**config.mk**
```make
export PLATFORM = sky130hd
export DESIGN_NAME = sauart_regs
export DESIGN_NICKNAME = d
export VERILOG_FILES = /design/src/shared/sauart_pkg.sv /design/src/hw/sauart_sync.sv /design/src/hw/sauart_bitclk.sv /design/src/hw/sauart_regs.sv
export VERILOG_INCLUDE_DIRS = /design/src /design/src/shared
export SDC_FILE = /design/constraint.sdc
export NUM_CORES = 1
export LEC_CHECK = 0
export BUFFER_PORTS_ARGS = -buffer_cell sky130_fd_sc_hd__clkbuf_2
export CELL_PAD_IN_SITES_DETAIL_PLACEMENT = 0
export CELL_PAD_IN_SITES_GLOBAL_PLACEMENT = 1
export CORE_ASPECT_RATIO = 0.8
export CORE_MARGIN = 2
export CORE_UTILIZATION = 50
export DETAILED_ROUTE_END_ITERATION = 8
export MAX_ROUTING_LAYER = met4
export PLACE_DENSITY = 0.87
export SLEW_MARGIN = 20
export SYNTH_ARGS = -nofsm -noshare
export SYNTH_HDL_FRONTEND = slang
export SYNTH_SLANG_ARGS = --single-unit
```
**constraint.sdc**
```tcl
create_clock -name clk -period 8.92 [get_ports clk]
set_input_delay 1.338 -clock clk [delete_from_list [all_inputs] [get_ports clk]]
set_output_delay 1.338 -clock clk [all_outputs]
set_load 0.02 [all_outputs]
```
**src/shared/sauart_defines.svh**
```systemverilog
// Register offsets, field positions, reset values and timing counts of the spare UART
`ifndef SAUART_DEFINES_SVH
`define SAUART_DEFINES_SVH

// Register offsets (byte addresses)
`define SAUART_OFS_CTRL    8'h00
`define SAUART_OFS_STATUS  8'h04
`define SAUART_OFS_FCLR    8'h08
`define SAUART_OFS_IES     8'h0C
`define SAUART_OFS_IEC     8'h10
`define SAUART_OFS_IEM     8'h14
`define SAUART_OFS_RXH     8'h18
`define SAUART_OFS_TXH     8'h1C
`define SAUART_OFS_DIV     8'h20
`define SAUART_OFS_REV     8'h24

// Status word bit positions
`define SAUART_BIT_BUSY    0
`define SAUART_BIT_OSC     2
`define SAUART_BIT_IDLE    8
`define SAUART_BIT_RDY     9
`define SAUART_BIT_OVR     10
`define SAUART_BIT_COLL    13
`define SAUART_EVT_MASK    32'h0000_2700

// Reset values and fixed patterns
`define SAUART_MODE_RST    2'h0
`define SAUART_DIV_RST     16'h0000
`define SAUART_REV_VAL     12'hA51
`define SAUART_RATE_MUL    17'h00008
`define SAUART_SYNC_FALLS  3'h3

// Crossing latency: time in ns, cycles rounded up at the core clock
`define SAUART_CLK_MHZ     250
`define SAUART_SYNC_NS     16
`define SAUART_SYNC_CYC    ((`SAUART_SYNC_NS * `SAUART_CLK_MHZ + 999) / 1000)

`endif

```
**src/shared/sauart_pkg.sv**
```systemverilog
// Types shared by the spare UART design files
`default_nettype none
package sauart_pkg;
  typedef enum logic [1:0] {SAUART_OFF, SAUART_RX, SAUART_TX, SAUART_RXSYNC} sauart_mode_type;
  typedef enum logic [2:0] {RX_IDLE, RX_START, RX_DATA, RX_STOP, RX_MEAS, RX_WAIT} sauart_rx_type;
  typedef enum logic [1:0] {TX_IDLE, TX_START, TX_DATA, TX_STOP} sauart_tx_type;
  typedef enum logic [1:0] {PEND_NONE, PEND_CTRL, PEND_DIV, PEND_TX} sauart_pend_type;
endpackage
`default_nettype wire

```
**src/hw/sauart_sync.sv**
```systemverilog
// Two flip-flop synchroniser for asynchronous level inputs
`timescale 1ns/1ps
`default_nettype none
module sauart_sync #(
  parameter int WIDTH = 1
) (
  // Clock and reset
  input  wire logic             clk,
  input  wire logic             rst_b,
  // Asynchronous input and its synchronised copy
  input  wire logic [WIDTH-1:0] d,
  output var  logic [WIDTH-1:0] q_ff
);

  logic [WIDTH-1:0] meta_ff;

  // The first stage feeds the second stage only
  always_ff @(posedge clk)
  begin
    if (!rst_b)
    begin
      meta_ff <= '0;
      q_ff    <= '0;
    end
    else
    begin
      meta_ff <= d;
      q_ff    <= meta_ff;
    end
  end

endmodule
`default_nettype wire

```
**src/hw/sauart_bitclk.sv**
```systemverilog
// Fractional bit-rate tick generator: one tick per divisor/8 clocks
`timescale 1ns/1ps
`default_nettype none
`include "sauart_defines.svh"
module sauart_bitclk (
  // Clock and reset
  input  wire logic        clk,
  input  wire logic        rst_b,
  // Control
  input  wire logic        restart,
  input  wire logic        half,
  input  wire logic [15:0] divisor,
  // Bit tick
  output var  logic        tick_ff
);

  logic [16:0] acc_ff;
  logic [16:0] nxt_acc;
  logic        nxt_tick;
  logic [16:0] sum;

  // Phase accumulator adds eight per clock, so the rate is 8 * f / divisor
  always_comb
  begin
    sum      = acc_ff + `SAUART_RATE_MUL;
    nxt_acc  = sum;
    nxt_tick = 1'b0;
    if (restart)
      nxt_acc = half ? {2'b00, divisor[15:1]} : 17'h00000;
    else if (sum >= {1'b0, divisor})
    begin
      nxt_tick = 1'b1;
      nxt_acc  = sum - {1'b0, divisor};
    end
  end

  // Register the phase and the tick
  always_ff @(posedge clk)
  begin
    if (!rst_b)
    begin
      acc_ff  <= 17'h00000;
      tick_ff <= 1'b0;
    end
    else
    begin
      acc_ff  <= nxt_acc;
      tick_ff <= nxt_tick;
    end
  end

endmodule
`default_nettype wire

```
**src/hw/sauart_regs.sv**
```systemverilog
// Spare single-pin UART: register file, crossing model, receiver and transmitter
`timescale 1ns/1ps
`default_nettype none
`include "sauart_defines.svh"
module sauart_regs #(
  parameter logic [11:0] REV_CODE = `SAUART_REV_VAL  // Arbitrary value
) (
  // Clock and reset
  input  wire logic        clk,
  input  wire logic        rst_b,
  // Register port
  input  wire logic [7:0]  addr,
  input  wire logic [31:0] wdata,
  input  wire logic        wr_stb,
  input  wire logic        rd_stb,
  output var  logic [31:0] rdata_ff,
  // Serial pin
  input  wire logic        line_in,
  output var  logic        line_out_ff,
  output var  logic        line_oe_ff,
  // Oscillator state and interrupt
  input  wire logic        osc_running_in,
  output var  logic        irq_ff
);

  //----------------------------------------------------------------------
  // Declarations
  //----------------------------------------------------------------------
  sauart_pkg::sauart_mode_type mode_ff, nxt_mode;
  sauart_pkg::sauart_pend_type pend_ff, nxt_pend;
  sauart_pkg::sauart_rx_type   rx_st_ff, nxt_rx_st;
  sauart_pkg::sauart_tx_type   tx_st_ff, nxt_tx_st;
  logic [15:0] div_ff, nxt_div, pval_ff, nxt_pval, meas_ff, nxt_meas;
  logic [7:0]  txh_ff, nxt_txh, rxh_ff, nxt_rxh, rx_sh_ff, nxt_rx_sh, tx_sh_ff, nxt_tx_sh;
  logic [3:0]  sync_cnt_ff, nxt_sync_cnt;
  logic [2:0]  rx_n_ff, nxt_rx_n, tx_n_ff, nxt_tx_n, falls_ff, nxt_falls;
  logic [31:0] flags_ff, nxt_flags, irqp_ff, nxt_irqp, mask_ff, nxt_mask;
  logic [31:0] ev, clr, status;
  logic        sync_arm_ff, nxt_sync_arm, busy_ff, unread_ff, nxt_unread;
  logic        line_d_ff, nxt_out, nxt_oe, nxt_irq;
  logic [1:0]  pins_s;
  logic        line_s, osc_s, busy_now, wr_ok, tx_go, fall, rx_en;
  logic        store, meas_done, rx_restart, tx_restart, rx_tick, tx_tick, coll;
  logic [31:0] nxt_rdata;

  // Strobe and address match, shared by the configuration and event-flag groups
  function automatic logic acc_at(input logic stb, input logic [7:0] a, input logic [7:0] ofs);
    acc_at = stb && (a == ofs);
  endfunction

  //----------------------------------------------------------------------
  // Pin synchronisers and bit timing
  //----------------------------------------------------------------------
  sauart_sync #(
    .WIDTH (2)
  ) u_pin_sync (
    .clk   (clk),
    .rst_b (rst_b),
    .d     ({line_in, osc_running_in}),
    .q_ff  (pins_s)
  );

  assign line_s = pins_s[1];
  assign osc_s  = pins_s[0];

  // Receive timing starts half a bit in to sample mid-bit
  sauart_bitclk u_rx_clk (
    .clk     (clk),
    .rst_b   (rst_b),
    .restart (rx_restart),
    .half    (1'b1),
    .divisor (div_ff),
    .tick_ff (rx_tick)
  );

  sauart_bitclk u_tx_clk (
    .clk     (clk),
    .rst_b   (rst_b),
    .restart (tx_restart),
    .half    (1'b0),
    .divisor (div_ff),
    .tick_ff (tx_tick)
  );

  //----------------------------------------------------------------------
  // Configuration and crossing model
  //----------------------------------------------------------------------
  // Busy covers the crossing delay and a byte on the wire
  assign busy_now = (sync_cnt_ff != 4'h0) || (tx_st_ff != sauart_pkg::TX_IDLE);
  assign wr_ok    = wr_stb && !busy_now;

  // Control and divisor writes are parked, then committed when the crossing delay has run out; a TXH byte is stored at once and sent then if the mode is transmit
  always_comb
  begin
    nxt_mode     = mode_ff;
    nxt_div      = div_ff;
    nxt_txh      = txh_ff;
    nxt_pend     = pend_ff;
    nxt_pval     = pval_ff;
    nxt_sync_cnt = sync_cnt_ff;
    nxt_sync_arm = sync_arm_ff;
    tx_go        = 1'b0;
    if (sync_cnt_ff != 4'h0)
      nxt_sync_cnt = sync_cnt_ff - 4'h1;
    if (sync_cnt_ff == 4'h1)
    begin
      nxt_pend = sauart_pkg::PEND_NONE;
      case (pend_ff)
        sauart_pkg::PEND_CTRL:
        begin
          nxt_mode     = sauart_pkg::sauart_mode_type'(pval_ff[1:0]);
          nxt_sync_arm = (pval_ff[1:0] == 2'(sauart_pkg::SAUART_RXSYNC));
        end
        sauart_pkg::PEND_DIV:
          nxt_div = pval_ff;
        sauart_pkg::PEND_TX:
          tx_go = (mode_ff == sauart_pkg::SAUART_TX);
        default:
          nxt_pend = sauart_pkg::PEND_NONE;
      endcase
    end
    // Measured divisor replaces the programmed one until rewritten
    if (meas_done)
    begin
      nxt_div      = meas_ff + 16'h0001;
      nxt_sync_arm = 1'b0;
    end
    if (acc_at(wr_ok, addr, `SAUART_OFS_CTRL))
    begin
      nxt_pend     = sauart_pkg::PEND_CTRL;
      nxt_pval     = {14'h0000, wdata[1:0]};
      nxt_sync_cnt = 4'(`SAUART_SYNC_CYC);
    end
    else if (acc_at(wr_ok, addr, `SAUART_OFS_DIV))
    begin
      nxt_pend     = sauart_pkg::PEND_DIV;
      nxt_pval     = wdata[15:0];
      nxt_sync_cnt = 4'(`SAUART_SYNC_CYC);
    end
    else if (acc_at(wr_ok, addr, `SAUART_OFS_TXH))
    begin
      nxt_pend     = sauart_pkg::PEND_TX;
      nxt_txh      = wdata[7:0];
      nxt_sync_cnt = 4'(`SAUART_SYNC_CYC);
    end
  end

  // Configuration registers
  always_ff @(posedge clk)
  begin
    if (!rst_b)
    begin
      mode_ff     <= sauart_pkg::sauart_mode_type'(`SAUART_MODE_RST);
      div_ff      <= `SAUART_DIV_RST;
      txh_ff      <= 8'h00;
      pend_ff     <= sauart_pkg::PEND_NONE;
      pval_ff     <= 16'h0000;
      sync_cnt_ff <= 4'h0;
      sync_arm_ff <= 1'b0;
      busy_ff     <= 1'b0;
    end
    else
    begin
      mode_ff     <= nxt_mode;
      div_ff      <= nxt_div;
      txh_ff      <= nxt_txh;
      pend_ff     <= nxt_pend;
      pval_ff     <= nxt_pval;
      sync_cnt_ff <= nxt_sync_cnt;
      sync_arm_ff <= nxt_sync_arm;
      busy_ff     <= busy_now;
    end
  end

  //----------------------------------------------------------------------
  // Event flags, mask and interrupt
  //----------------------------------------------------------------------
  assign coll = (tx_st_ff != sauart_pkg::TX_IDLE) && (rx_st_ff != sauart_pkg::RX_IDLE);

  // A set in the same cycle as a clear wins in the flags; the pending bit is set only if the flag was clear
  always_comb
  begin
    ev  = 32'h0000_0000;
    clr = 32'h0000_0000;
    if (acc_at(wr_stb, addr, `SAUART_OFS_FCLR))
      clr = wdata & `SAUART_EVT_MASK;
    ev[`SAUART_BIT_COLL] = coll;
    ev[`SAUART_BIT_OVR]  = store && unread_ff;
    ev[`SAUART_BIT_RDY]  = store;
    ev[`SAUART_BIT_IDLE] = busy_ff && !busy_now;
    nxt_flags = (flags_ff & ~clr) | ev;
    nxt_irqp  = (irqp_ff & ~clr) | (ev & ~flags_ff);
    nxt_mask  = mask_ff;
    if (acc_at(wr_stb, addr, `SAUART_OFS_IES))
      nxt_mask = mask_ff | (wdata & `SAUART_EVT_MASK);
    else if (acc_at(wr_stb, addr, `SAUART_OFS_IEC))
      nxt_mask = mask_ff & ~wdata;
    nxt_irq    = |(nxt_irqp & nxt_mask);
    nxt_unread = store || (unread_ff && !acc_at(rd_stb, addr, `SAUART_OFS_RXH));
  end

  // Flag, pending and mask registers
  always_ff @(posedge clk)
  begin
    if (!rst_b)
    begin
      flags_ff  <= 32'h0000_0000;
      irqp_ff   <= 32'h0000_0000;
      mask_ff   <= 32'h0000_0000;
      irq_ff    <= 1'b0;
      unread_ff <= 1'b0;
    end
    else
    begin
      flags_ff  <= nxt_flags;
      irqp_ff   <= nxt_irqp;
      mask_ff   <= nxt_mask;
      irq_ff    <= nxt_irq;
      unread_ff <= nxt_unread;
    end
  end

  //----------------------------------------------------------------------
  // Receiver and sync-byte measurement
  //----------------------------------------------------------------------
  assign fall  = line_d_ff && !line_s;
  assign rx_en = (mode_ff != sauart_pkg::SAUART_OFF);

  // Listens in every enabled mode so a collision is seen in transmit mode
  always_comb
  begin
    nxt_rx_st  = rx_st_ff;
    nxt_rx_sh  = rx_sh_ff;
    nxt_rx_n   = rx_n_ff;
    nxt_rxh    = rxh_ff;
    nxt_meas   = meas_ff;
    nxt_falls  = falls_ff;
    store      = 1'b0;
    meas_done  = 1'b0;
    rx_restart = 1'b0;
    case (rx_st_ff)
      sauart_pkg::RX_IDLE:
        if (rx_en && fall && !line_oe_ff)
        begin
          if (sync_arm_ff && (mode_ff == sauart_pkg::SAUART_RXSYNC))
          begin
            nxt_rx_st = sauart_pkg::RX_MEAS;
            nxt_meas  = 16'h0000;
            nxt_falls = 3'h0;
          end
          else
          begin
            nxt_rx_st  = sauart_pkg::RX_START;
            rx_restart = 1'b1;
          end
        end
      sauart_pkg::RX_START:
        if (rx_tick)
        begin
          nxt_rx_st = line_s ? sauart_pkg::RX_IDLE : sauart_pkg::RX_DATA;
          nxt_rx_n  = 3'h0;
        end
      sauart_pkg::RX_DATA:
        if (rx_tick)
        begin
          nxt_rx_sh = {line_s, rx_sh_ff[7:1]};
          nxt_rx_n  = rx_n_ff + 3'h1;
          if (rx_n_ff == 3'h7)
            nxt_rx_st = sauart_pkg::RX_STOP;
        end
      sauart_pkg::RX_STOP:
        if (rx_tick)
        begin
          nxt_rx_st = sauart_pkg::RX_IDLE;
          // Bytes are kept only in the receive modes and with a valid stop bit
          if (line_s && ((mode_ff == sauart_pkg::SAUART_RX) ||
                         (mode_ff == sauart_pkg::SAUART_RXSYNC)))
          begin
            store   = 1'b1;
            nxt_rxh = rx_sh_ff;
          end
        end
      sauart_pkg::RX_MEAS:
      begin
        // 0x55 falls at bit times 0,2,4,6,8: eight bits span one divisor
        if (meas_ff != 16'hFFFF)
          nxt_meas = meas_ff + 16'h0001;
        if (fall)
        begin
          nxt_falls = falls_ff + 3'h1;
          if (falls_ff == `SAUART_SYNC_FALLS)
          begin
            meas_done = 1'b1;
            nxt_rx_st = sauart_pkg::RX_WAIT;
          end
        end
      end
      sauart_pkg::RX_WAIT:
        if (line_s)
          nxt_rx_st = sauart_pkg::RX_IDLE;
      default:
        nxt_rx_st = sauart_pkg::RX_IDLE;
    endcase
    if (!rx_en)
      nxt_rx_st = sauart_pkg::RX_IDLE;
  end

  // Receiver registers
  always_ff @(posedge clk)
  begin
    if (!rst_b)
    begin
      rx_st_ff  <= sauart_pkg::RX_IDLE;
      rx_sh_ff  <= 8'h00;
      rx_n_ff   <= 3'h0;
      rxh_ff    <= 8'h00;
      meas_ff   <= 16'h0000;
      falls_ff  <= 3'h0;
      line_d_ff <= 1'b1;
    end
    else
    begin
      rx_st_ff  <= nxt_rx_st;
      rx_sh_ff  <= nxt_rx_sh;
      rx_n_ff   <= nxt_rx_n;
      rxh_ff    <= nxt_rxh;
      meas_ff   <= nxt_meas;
      falls_ff  <= nxt_falls;
      line_d_ff <= line_s;
    end
  end

  //----------------------------------------------------------------------
  // Transmitter
  //----------------------------------------------------------------------
  // Start bit, eight data bits LSB first, one stop bit; pin released after
  always_comb
  begin
    nxt_tx_st  = tx_st_ff;
    nxt_tx_sh  = tx_sh_ff;
    nxt_tx_n   = tx_n_ff;
    nxt_out    = line_out_ff;
    nxt_oe     = line_oe_ff;
    tx_restart = 1'b0;
    case (tx_st_ff)
      sauart_pkg::TX_IDLE:
        if (tx_go)
        begin
          nxt_tx_st  = sauart_pkg::TX_START;
          nxt_tx_sh  = txh_ff;
          tx_restart = 1'b1;
          nxt_out    = 1'b0;
          nxt_oe     = 1'b1;
        end
      sauart_pkg::TX_START:
        if (tx_tick)
        begin
          nxt_tx_st = sauart_pkg::TX_DATA;
          nxt_tx_n  = 3'h0;
          nxt_out   = tx_sh_ff[0];
        end
      sauart_pkg::TX_DATA:
        if (tx_tick)
        begin
          nxt_tx_sh = {1'b0, tx_sh_ff[7:1]};
          nxt_tx_n  = tx_n_ff + 3'h1;
          nxt_out   = tx_sh_ff[1];
          if (tx_n_ff == 3'h7)
          begin
            nxt_tx_st = sauart_pkg::TX_STOP;
            nxt_out   = 1'b1;
          end
        end
      sauart_pkg::TX_STOP:
        if (tx_tick)
        begin
          nxt_tx_st = sauart_pkg::TX_IDLE;
          nxt_oe    = 1'b0;
        end
      default:
        nxt_tx_st = sauart_pkg::TX_IDLE;
    endcase
    // Turning the block off abandons a byte and frees the pin at once
    if (mode_ff == sauart_pkg::SAUART_OFF)
    begin
      nxt_tx_st = sauart_pkg::TX_IDLE;
      nxt_out   = 1'b1;
      nxt_oe    = 1'b0;
    end
  end

  // Transmitter registers
  always_ff @(posedge clk)
  begin
    if (!rst_b)
    begin
      tx_st_ff    <= sauart_pkg::TX_IDLE;
      tx_sh_ff    <= 8'h00;
      tx_n_ff     <= 3'h0;
      line_out_ff <= 1'b1;
      line_oe_ff  <= 1'b0;
    end
    else
    begin
      tx_st_ff    <= nxt_tx_st;
      tx_sh_ff    <= nxt_tx_sh;
      tx_n_ff     <= nxt_tx_n;
      line_out_ff <= nxt_out;
      line_oe_ff  <= nxt_oe;
    end
  end

  //----------------------------------------------------------------------
  // Read data
  //----------------------------------------------------------------------
  // Status shows live busy and oscillator state beside the sticky flags
  always_comb
  begin
    status                  = flags_ff;
    status[`SAUART_BIT_BUSY] = busy_now;
    status[`SAUART_BIT_OSC]  = osc_s;
    nxt_rdata               = 32'h0000_0000;
    if (!rd_stb)
      nxt_rdata = 32'h0000_0000;
    else if (addr == `SAUART_OFS_CTRL)
      nxt_rdata = {30'h0000_0000, mode_ff};
    else if (addr == `SAUART_OFS_STATUS)
      nxt_rdata = status;
    else if (addr == `SAUART_OFS_IEM)
      nxt_rdata = mask_ff;
    else if (addr == `SAUART_OFS_RXH)
      nxt_rdata = {24'h00_0000, rxh_ff};
    else if (addr == `SAUART_OFS_TXH)
      nxt_rdata = {24'h00_0000, txh_ff};
    else if (addr == `SAUART_OFS_DIV)
      nxt_rdata = {16'h0000, div_ff};
    else if (addr == `SAUART_OFS_REV)
      nxt_rdata = {20'h0_0000, REV_CODE};
  end

  // Read data stand for the one cycle after the strobe
  always_ff @(posedge clk)
  begin
    if (!rst_b)
      rdata_ff <= 32'h0000_0000;
    else
      rdata_ff <= nxt_rdata;
  end

endmodule
`default_nettype wire

```
After elaboration in Yosys (flattened, before gate mapping)
Cells that the tools add are included.

Word-level logic and storage cells: 257. Register bits: 277. Bits in writable memories: 0. Memory bits (read-only): 0. Input port bits: 46. Memories: 0. Output and inout bits: 35. Latch bits: 0.

$mul: 0. Multiplexer cells: 82. Reduce and logical (&&, ||, !) cells: 68. $lt $le $gt $ge: 2. Bitwise logic cells: 15. Equal/unequal tests: 44. Div/mod/pow operators: 0. Add/subtract/negate cells: 9. Shift-type cells: 0.

Operators with widths (number): 16-bit 2-to-1 mux (9); 32-bit bitwise AND (4); 32-bit 2-to-1 mux (4); 32-bit inverter (3); 32-bit by 14-bit bitwise OR with 32-bit output (2); 3-bit 2-to-1 mux (19); 17-bit by 4-bit adder with 17-bit output, second input constant (2); 17-bit by 16-bit greater-or-equal comparator with 1-bit output (2); 17-bit 2-to-1 mux (2); 17-bit by 16-bit subtractor with 17-bit output (2); 14-bit by 32-bit bitwise AND with 32-bit output (1); 8-bit by 5-bit == test with 1-bit output, second input constant (4); 32-bit bitwise OR (1); 16-bit one-hot mux with 2 select lines (1); 32-bit OR reduction (1); 2-bit 2-to-1 mux (12); 1-bit 2-to-1 mux (22); 2-bit nonzero test (10); 3-bit one-hot mux with 2 select lines (3); 3-bit one-hot mux with 6 select lines (1); 3-bit AND reduction (6); 1-bit logical AND (17); 16-bit by 1-bit adder with 16-bit output, second input constant (1); 8-bit by 4-bit == test with 1-bit output, second input constant (2); other kinds (36) (89).

Longest topological paths before layout
Depth after elaboration: 11. Mapped depth: 14. Mapped depth without buffers: 12.

By module
Synthesis repeated with hierarchy kept, for this count alone.

Cells, all modules: 1335. Area, all modules: 11318.4 um2.

By module, submodules not included: sauart_regs (area each 7459.7 um2, instances 1, sequential area each 3623.5 um2, cells each 841); sauart_bitclk (u_tx_clk) (area each 1910.6 um2, instances 1, sequential area each 360.3 um2, cells each 246); sauart_bitclk (u_rx_clk) (area each 1843.0 um2, instances 1, sequential area each 360.3 um2, cells each 240); sauart_sync (area each 105.1 um2, instances 1, sequential area each 80.1 um2, cells each 8).

Least setup slack after synthesis
OpenSTA, ideal clock, no wires.

Path kind: input-to-reg. Start point: input addr[2]. End point: register pval_ff[6]. Setup time: 0.071 ns. Data required time: 8.849 ns. Buffers on the path: 4. Cell stages on the path: 9. Setup slack: 5.985 ns. Arrival time: 2.864 ns. Path through: buf_2 nor4_1 and3_1 buf_2 and2_1 buf_2 buf_2 nand2_1 a21oi_1.

Cells in the longest elaborated chain, start to end: 3. Elaborated cells on any way between the ends: 5. Classes of those cells: 1 x eq/ne; 4 x reduce/logical.

RTL lines: start: declaration (RTL line sauart_regs.sv:12) `input wire logic [7:0] addr,`; 8-bit logical NOT (RTL line sauart_regs.sv:48) `acc_at = stb && (a == ofs);`; 1-bit logical AND (RTL line sauart_regs.sv:48); 2-bit OR reduction (no source line); end signal: assignment (RTL line sauart_regs.sv:168) `pval_ff <= nxt_pval;`; end: declaration (RTL line sauart_regs.sv:33) `logic [15:0] div_ff, nxt_div, pval_ff, nxt_pval, meas_ff, nxt_meas;`.

Parallel ways exist; a longest one is shown, timed or not. A chain may end at the register's enable or synchronous reset.

Worst setup path after layout
Start point: input rst_b. End point: register rdata_ff[29].

Cells in the longest elaborated chain, start to end: 2.

RTL lines: start: declaration (RTL line sauart_regs.sv:10) `input wire logic rst_b,`; 1-bit inverter (no source line); 3-bit OR reduction (no source line); end signal: assignment (RTL line sauart_regs.sv:447) `rdata_ff <= nxt_rdata;`; end: declaration (RTL line sauart_regs.sv:16) `output var logic [31:0] rdata_ff,`.

No other way between the ends.

==> flow_metrics.py <==
metrics = {
    "outcome": {
        "status": "finished, final reports clean",
    },
    "global_route": {
        "grt_pass1_vias": 8924,
        "grt_overflow": 0,
        "grt_max_degree": 90,
        "grt-busiest-layer": "met1",
        "met1_usage_pct": 40.0,
        "gr-usage-met2_pct": 35.9,
        "use_met3_pct": 5.58,
        "grt_pass1_wl_um": 48900,
        "antenna_found_initial": 0,
        "track_usage_pct": 26.4,
    },
    "drt": {
        "vias": 9593,
        "vias_per_cell": 5.61,
        "drc": 0,
        "postRouteAntennaNets": 0,
        "totalWireLength_um": 30400,
        "first_pass_iters": 5,
        "dr.first_iter.drc_count": 823,
        "routedWlPerCell_um": 17.8,
    },
    "synth": {
        "synth_nets": 1427,
        "avgSynthCellArea_um2": 8.48,
        "synthArstFlopShare_pct": 0,
        "synth_top_family_by_area": "simple AND/OR/NAND/NOR gates",
        "synth_warnings": 0,
        "synthDistinctLibCells": 70,
        "synthXorXnorAreaFrac_pct": 4.88,
        "synthMuxAreaShare_pct": 7.37,
        "synth_fa_ha_area_share_pct": 5.68,
        "synth_ff_type": "dfxtp_1",
        "synth_area_um2": 11300,
        "netlist_instances": 1331,
        "synth_top_cell_area_share_pct": 39.2,
        "ys_seq_area_share_pct": 39.2,
        "synth_edf_count": 0,
        "yosysTopAreaCell": "dfxtp_1",
        "synth-simple-area-share_pct": 22.0,
        "synth-compound-area-share_pct": 17.6,
        "ys_ff_latch": 221,
        "yosys-top-cells-area": "dfxtp_1 39%, mux2i_1 6.5%, nand2_1 6.2%, ha_1 5.3%, a21oi_1 4.7%",
    },
    "worst_setup_path": {
        "crit_arrival_ps": 4010,
        "crit_required_ps": 9370,
        "crit_type": "in2reg",
        "timing.rr.start": "u_tx_clk.acc_ff[3]$_SDFF_PP0_",
        "crit_path_frequent_cell": "buf_4",
        "worstSetupStartpointType": "primary input",
        "critPathSlowestCell": "nor2_1",
        "startpoint": "rst_b",
        "cp_num_buf_inv": 2,
        "r2r_slack_ps": 5470,
        "worst-path-max-fanout": 89,
        "max_stage_delay_ps": 750,
        "path_cells": "buf_4 -> buf_4 -> nand3_1 -> nor2_1 -> and2_1",
        "reg2reg_depth": 10,
        "cp.depth": 5,
        "end_kind": "register",
        "crit_family": "simple AND/OR/NAND/NOR gates",
    },
    "cts": {
        "path_clk_slew_ps": 60,
        "clk-insertion-delay-late_ps": 520,
        "cts.path.max_buffers": 3,
        "cts_sinks": 221,
        "cts_max_level": 1,
        "post_cts.repair.setup_buffers": 0,
        "cts_buffers": 24,
        "clockRootBuffer": "clkbuf_16",
        "cts_tree": "done",
        "ctsHoldBuffers": 0,
        "cts_resized": 0,
    },
    "timing": {
        "worst_slew_pin_slew_ps": 1070,
        "max-slew-margin-rel_pct": 28.3,
        "timing.fmax_ghz": 0.281,
        "timing.final.crit_share_pct": 39.8,
        "finalHoldViolations": 0,
        "skew_ps": 11.3,
        "grt_setup_unrepaired": "false",
        "final_max_slew_viol_count": 0,
        "fin_crit_ps": 3550,
        "tns_ps": 0,
        "layout_setup_ws_ps": 5370,
        "setup_viol": 0,
    },
    "die": {
        "die_h_um": 138,
        "rows": 49,
        "die_w_um": 172,
        "dieArea_um2": 23800,
        "core_area_um2": 22300,
        "initial_core_util_pct": 50.6,
        "io_pins": 81,
    },
    "cells_and_area": {
        "multiInputGateArea_um2": 6500,
        "final_cell_mix": "221 x dfxtp_1, 185 x nand2_1, 106 x a21oi_1",
        "area_delta_synth_final_pct": 13.2,
        "diodes": 0,
        "fillers": 2089,
        "fin_nets": 1482,
        "final_util_pct": 57.3,
        "final_common_cell": "dfxtp_1",
        "drive_above_1_share_pct": 11.1,
        "register_area_um2": 4420,
    },
    "pwr": {
        "power_density_nw_per_um2": 269,
        "leakage_nw": 5.10,
        "finalPower_mw": 3.44,
        "vdd_drop_max_uv": 157,
    },
    "hold_path": {
        "whs_path_depth": 2,
        "hp-class": "reg2reg",
        "holdCritStartpoint": "mask_ff[27]$_SDFFE_PN0P_",
    },
    "place": {
        "dp_slack_ps": 4890,
        "dpl.hpwl_um": 22100,
        "portBuffers": 80,
        "place.gp.congestion": 0.906,
    },
    "flow_run": {
        "drv_cap": 0,
    },
}
==> report_power, final <==
part / internal [mW] / switching, mW
logic: 0.524 / 0.672
clock network: 0.710 / 0.413
registers: 1.06 / 0.0674
total: 2.29 / 1.15
==> metal layers <==
layer / routed length [um] / up-vias
met4: 541 / 0
met1: 15400 / 4471
met3: 2350 / 42
met2: 12100 / 301
li1: - / 4779
met5: 0 / -
==> Yosys cell counts, types with 9 or more instances <==
cell      count
nand3_1      38
nand4_1      13
inv_1        36
o211a_1      12
nand2_1     185
a211oi_1     12
mux2i_1      73
and2_1       41
a21o_1       10
a21boi_0     25
a221oi_1      9
a21oi_1     106
nor2_1      103
or3_1         9
xor2_1       27
o21ai_1      14
ha_1         48
a22oi_1      10
nor3_1       19
dfxtp_1     221
mux2_2        9
xnor2_1      34
o21ai_0      61
nor2b_1      46
and3_1       26
clkbuf_1     43
==> final timing paths <==
| check | end |
|---|---|
| setup / recovery | rdata_ff[29]$_SDFF_PP0_ |
| hold reg to reg | mask_ff[27]$_SDFFE_PN0P_ |
| hold / removal | mask_ff[27]$_SDFFE_PN0P_ |
| setup reg to reg | u_tx_clk.acc_ff[8]$_SDFF_PP0_ |
==> stage by stage <==
step           std cells  area (um2)  hold WS (ps)
2_1_floorplan       1331       11300           407
3_3_place_gp        1666       11900           414
3_5_place_dp        1666       11900           419
4_1_cts             1710       12800           429
5_1_grt             1710       12800           445
6_report            1710       12800           426
==> cells by family after synthesis <==
| kind of cell | Yosys count |
|---|---|
| simple gates | 512 |
| compound gates | 312 |
| flops | 221 |
| buf+inv | 92 |
| mux | 82 |
| xor+xnor | 62 |
| fa+ha+maj | 50 |
==> tightest hold or removal path: stages, from the launching register on <==
cell and delay, ps:
dfxtp_1 300, nand2_1 50, a21oi_1 30
==> flip-flops by register name (all words and copies together) (netlist names), 4 cells and up <==
signal           flops
mask_ff             32
rdata_ff            32
u_rx_clk.acc_ff     17
u_tx_clk.acc_ff     17
div_ff              16
meas_ff             16
pval_ff             16
rx_sh_ff             8
rxh_ff               8
tx_sh_ff             8
txh_ff               8
flags_ff             4
irqp_ff              4
sync_cnt_ff          4
==> cell type report <==
class / instances / area share [%]
clock inverter: 14 / 1.77
multi-input combinational: 1018 / 50.8
inverter: 36 / 1.06
clock buffer: 30 / 5.28
timing repair buffer: 85 / 3.45
tap: 306 / 3.00
sequential: 221 / 34.6
(Power assumes the default switching activity.)
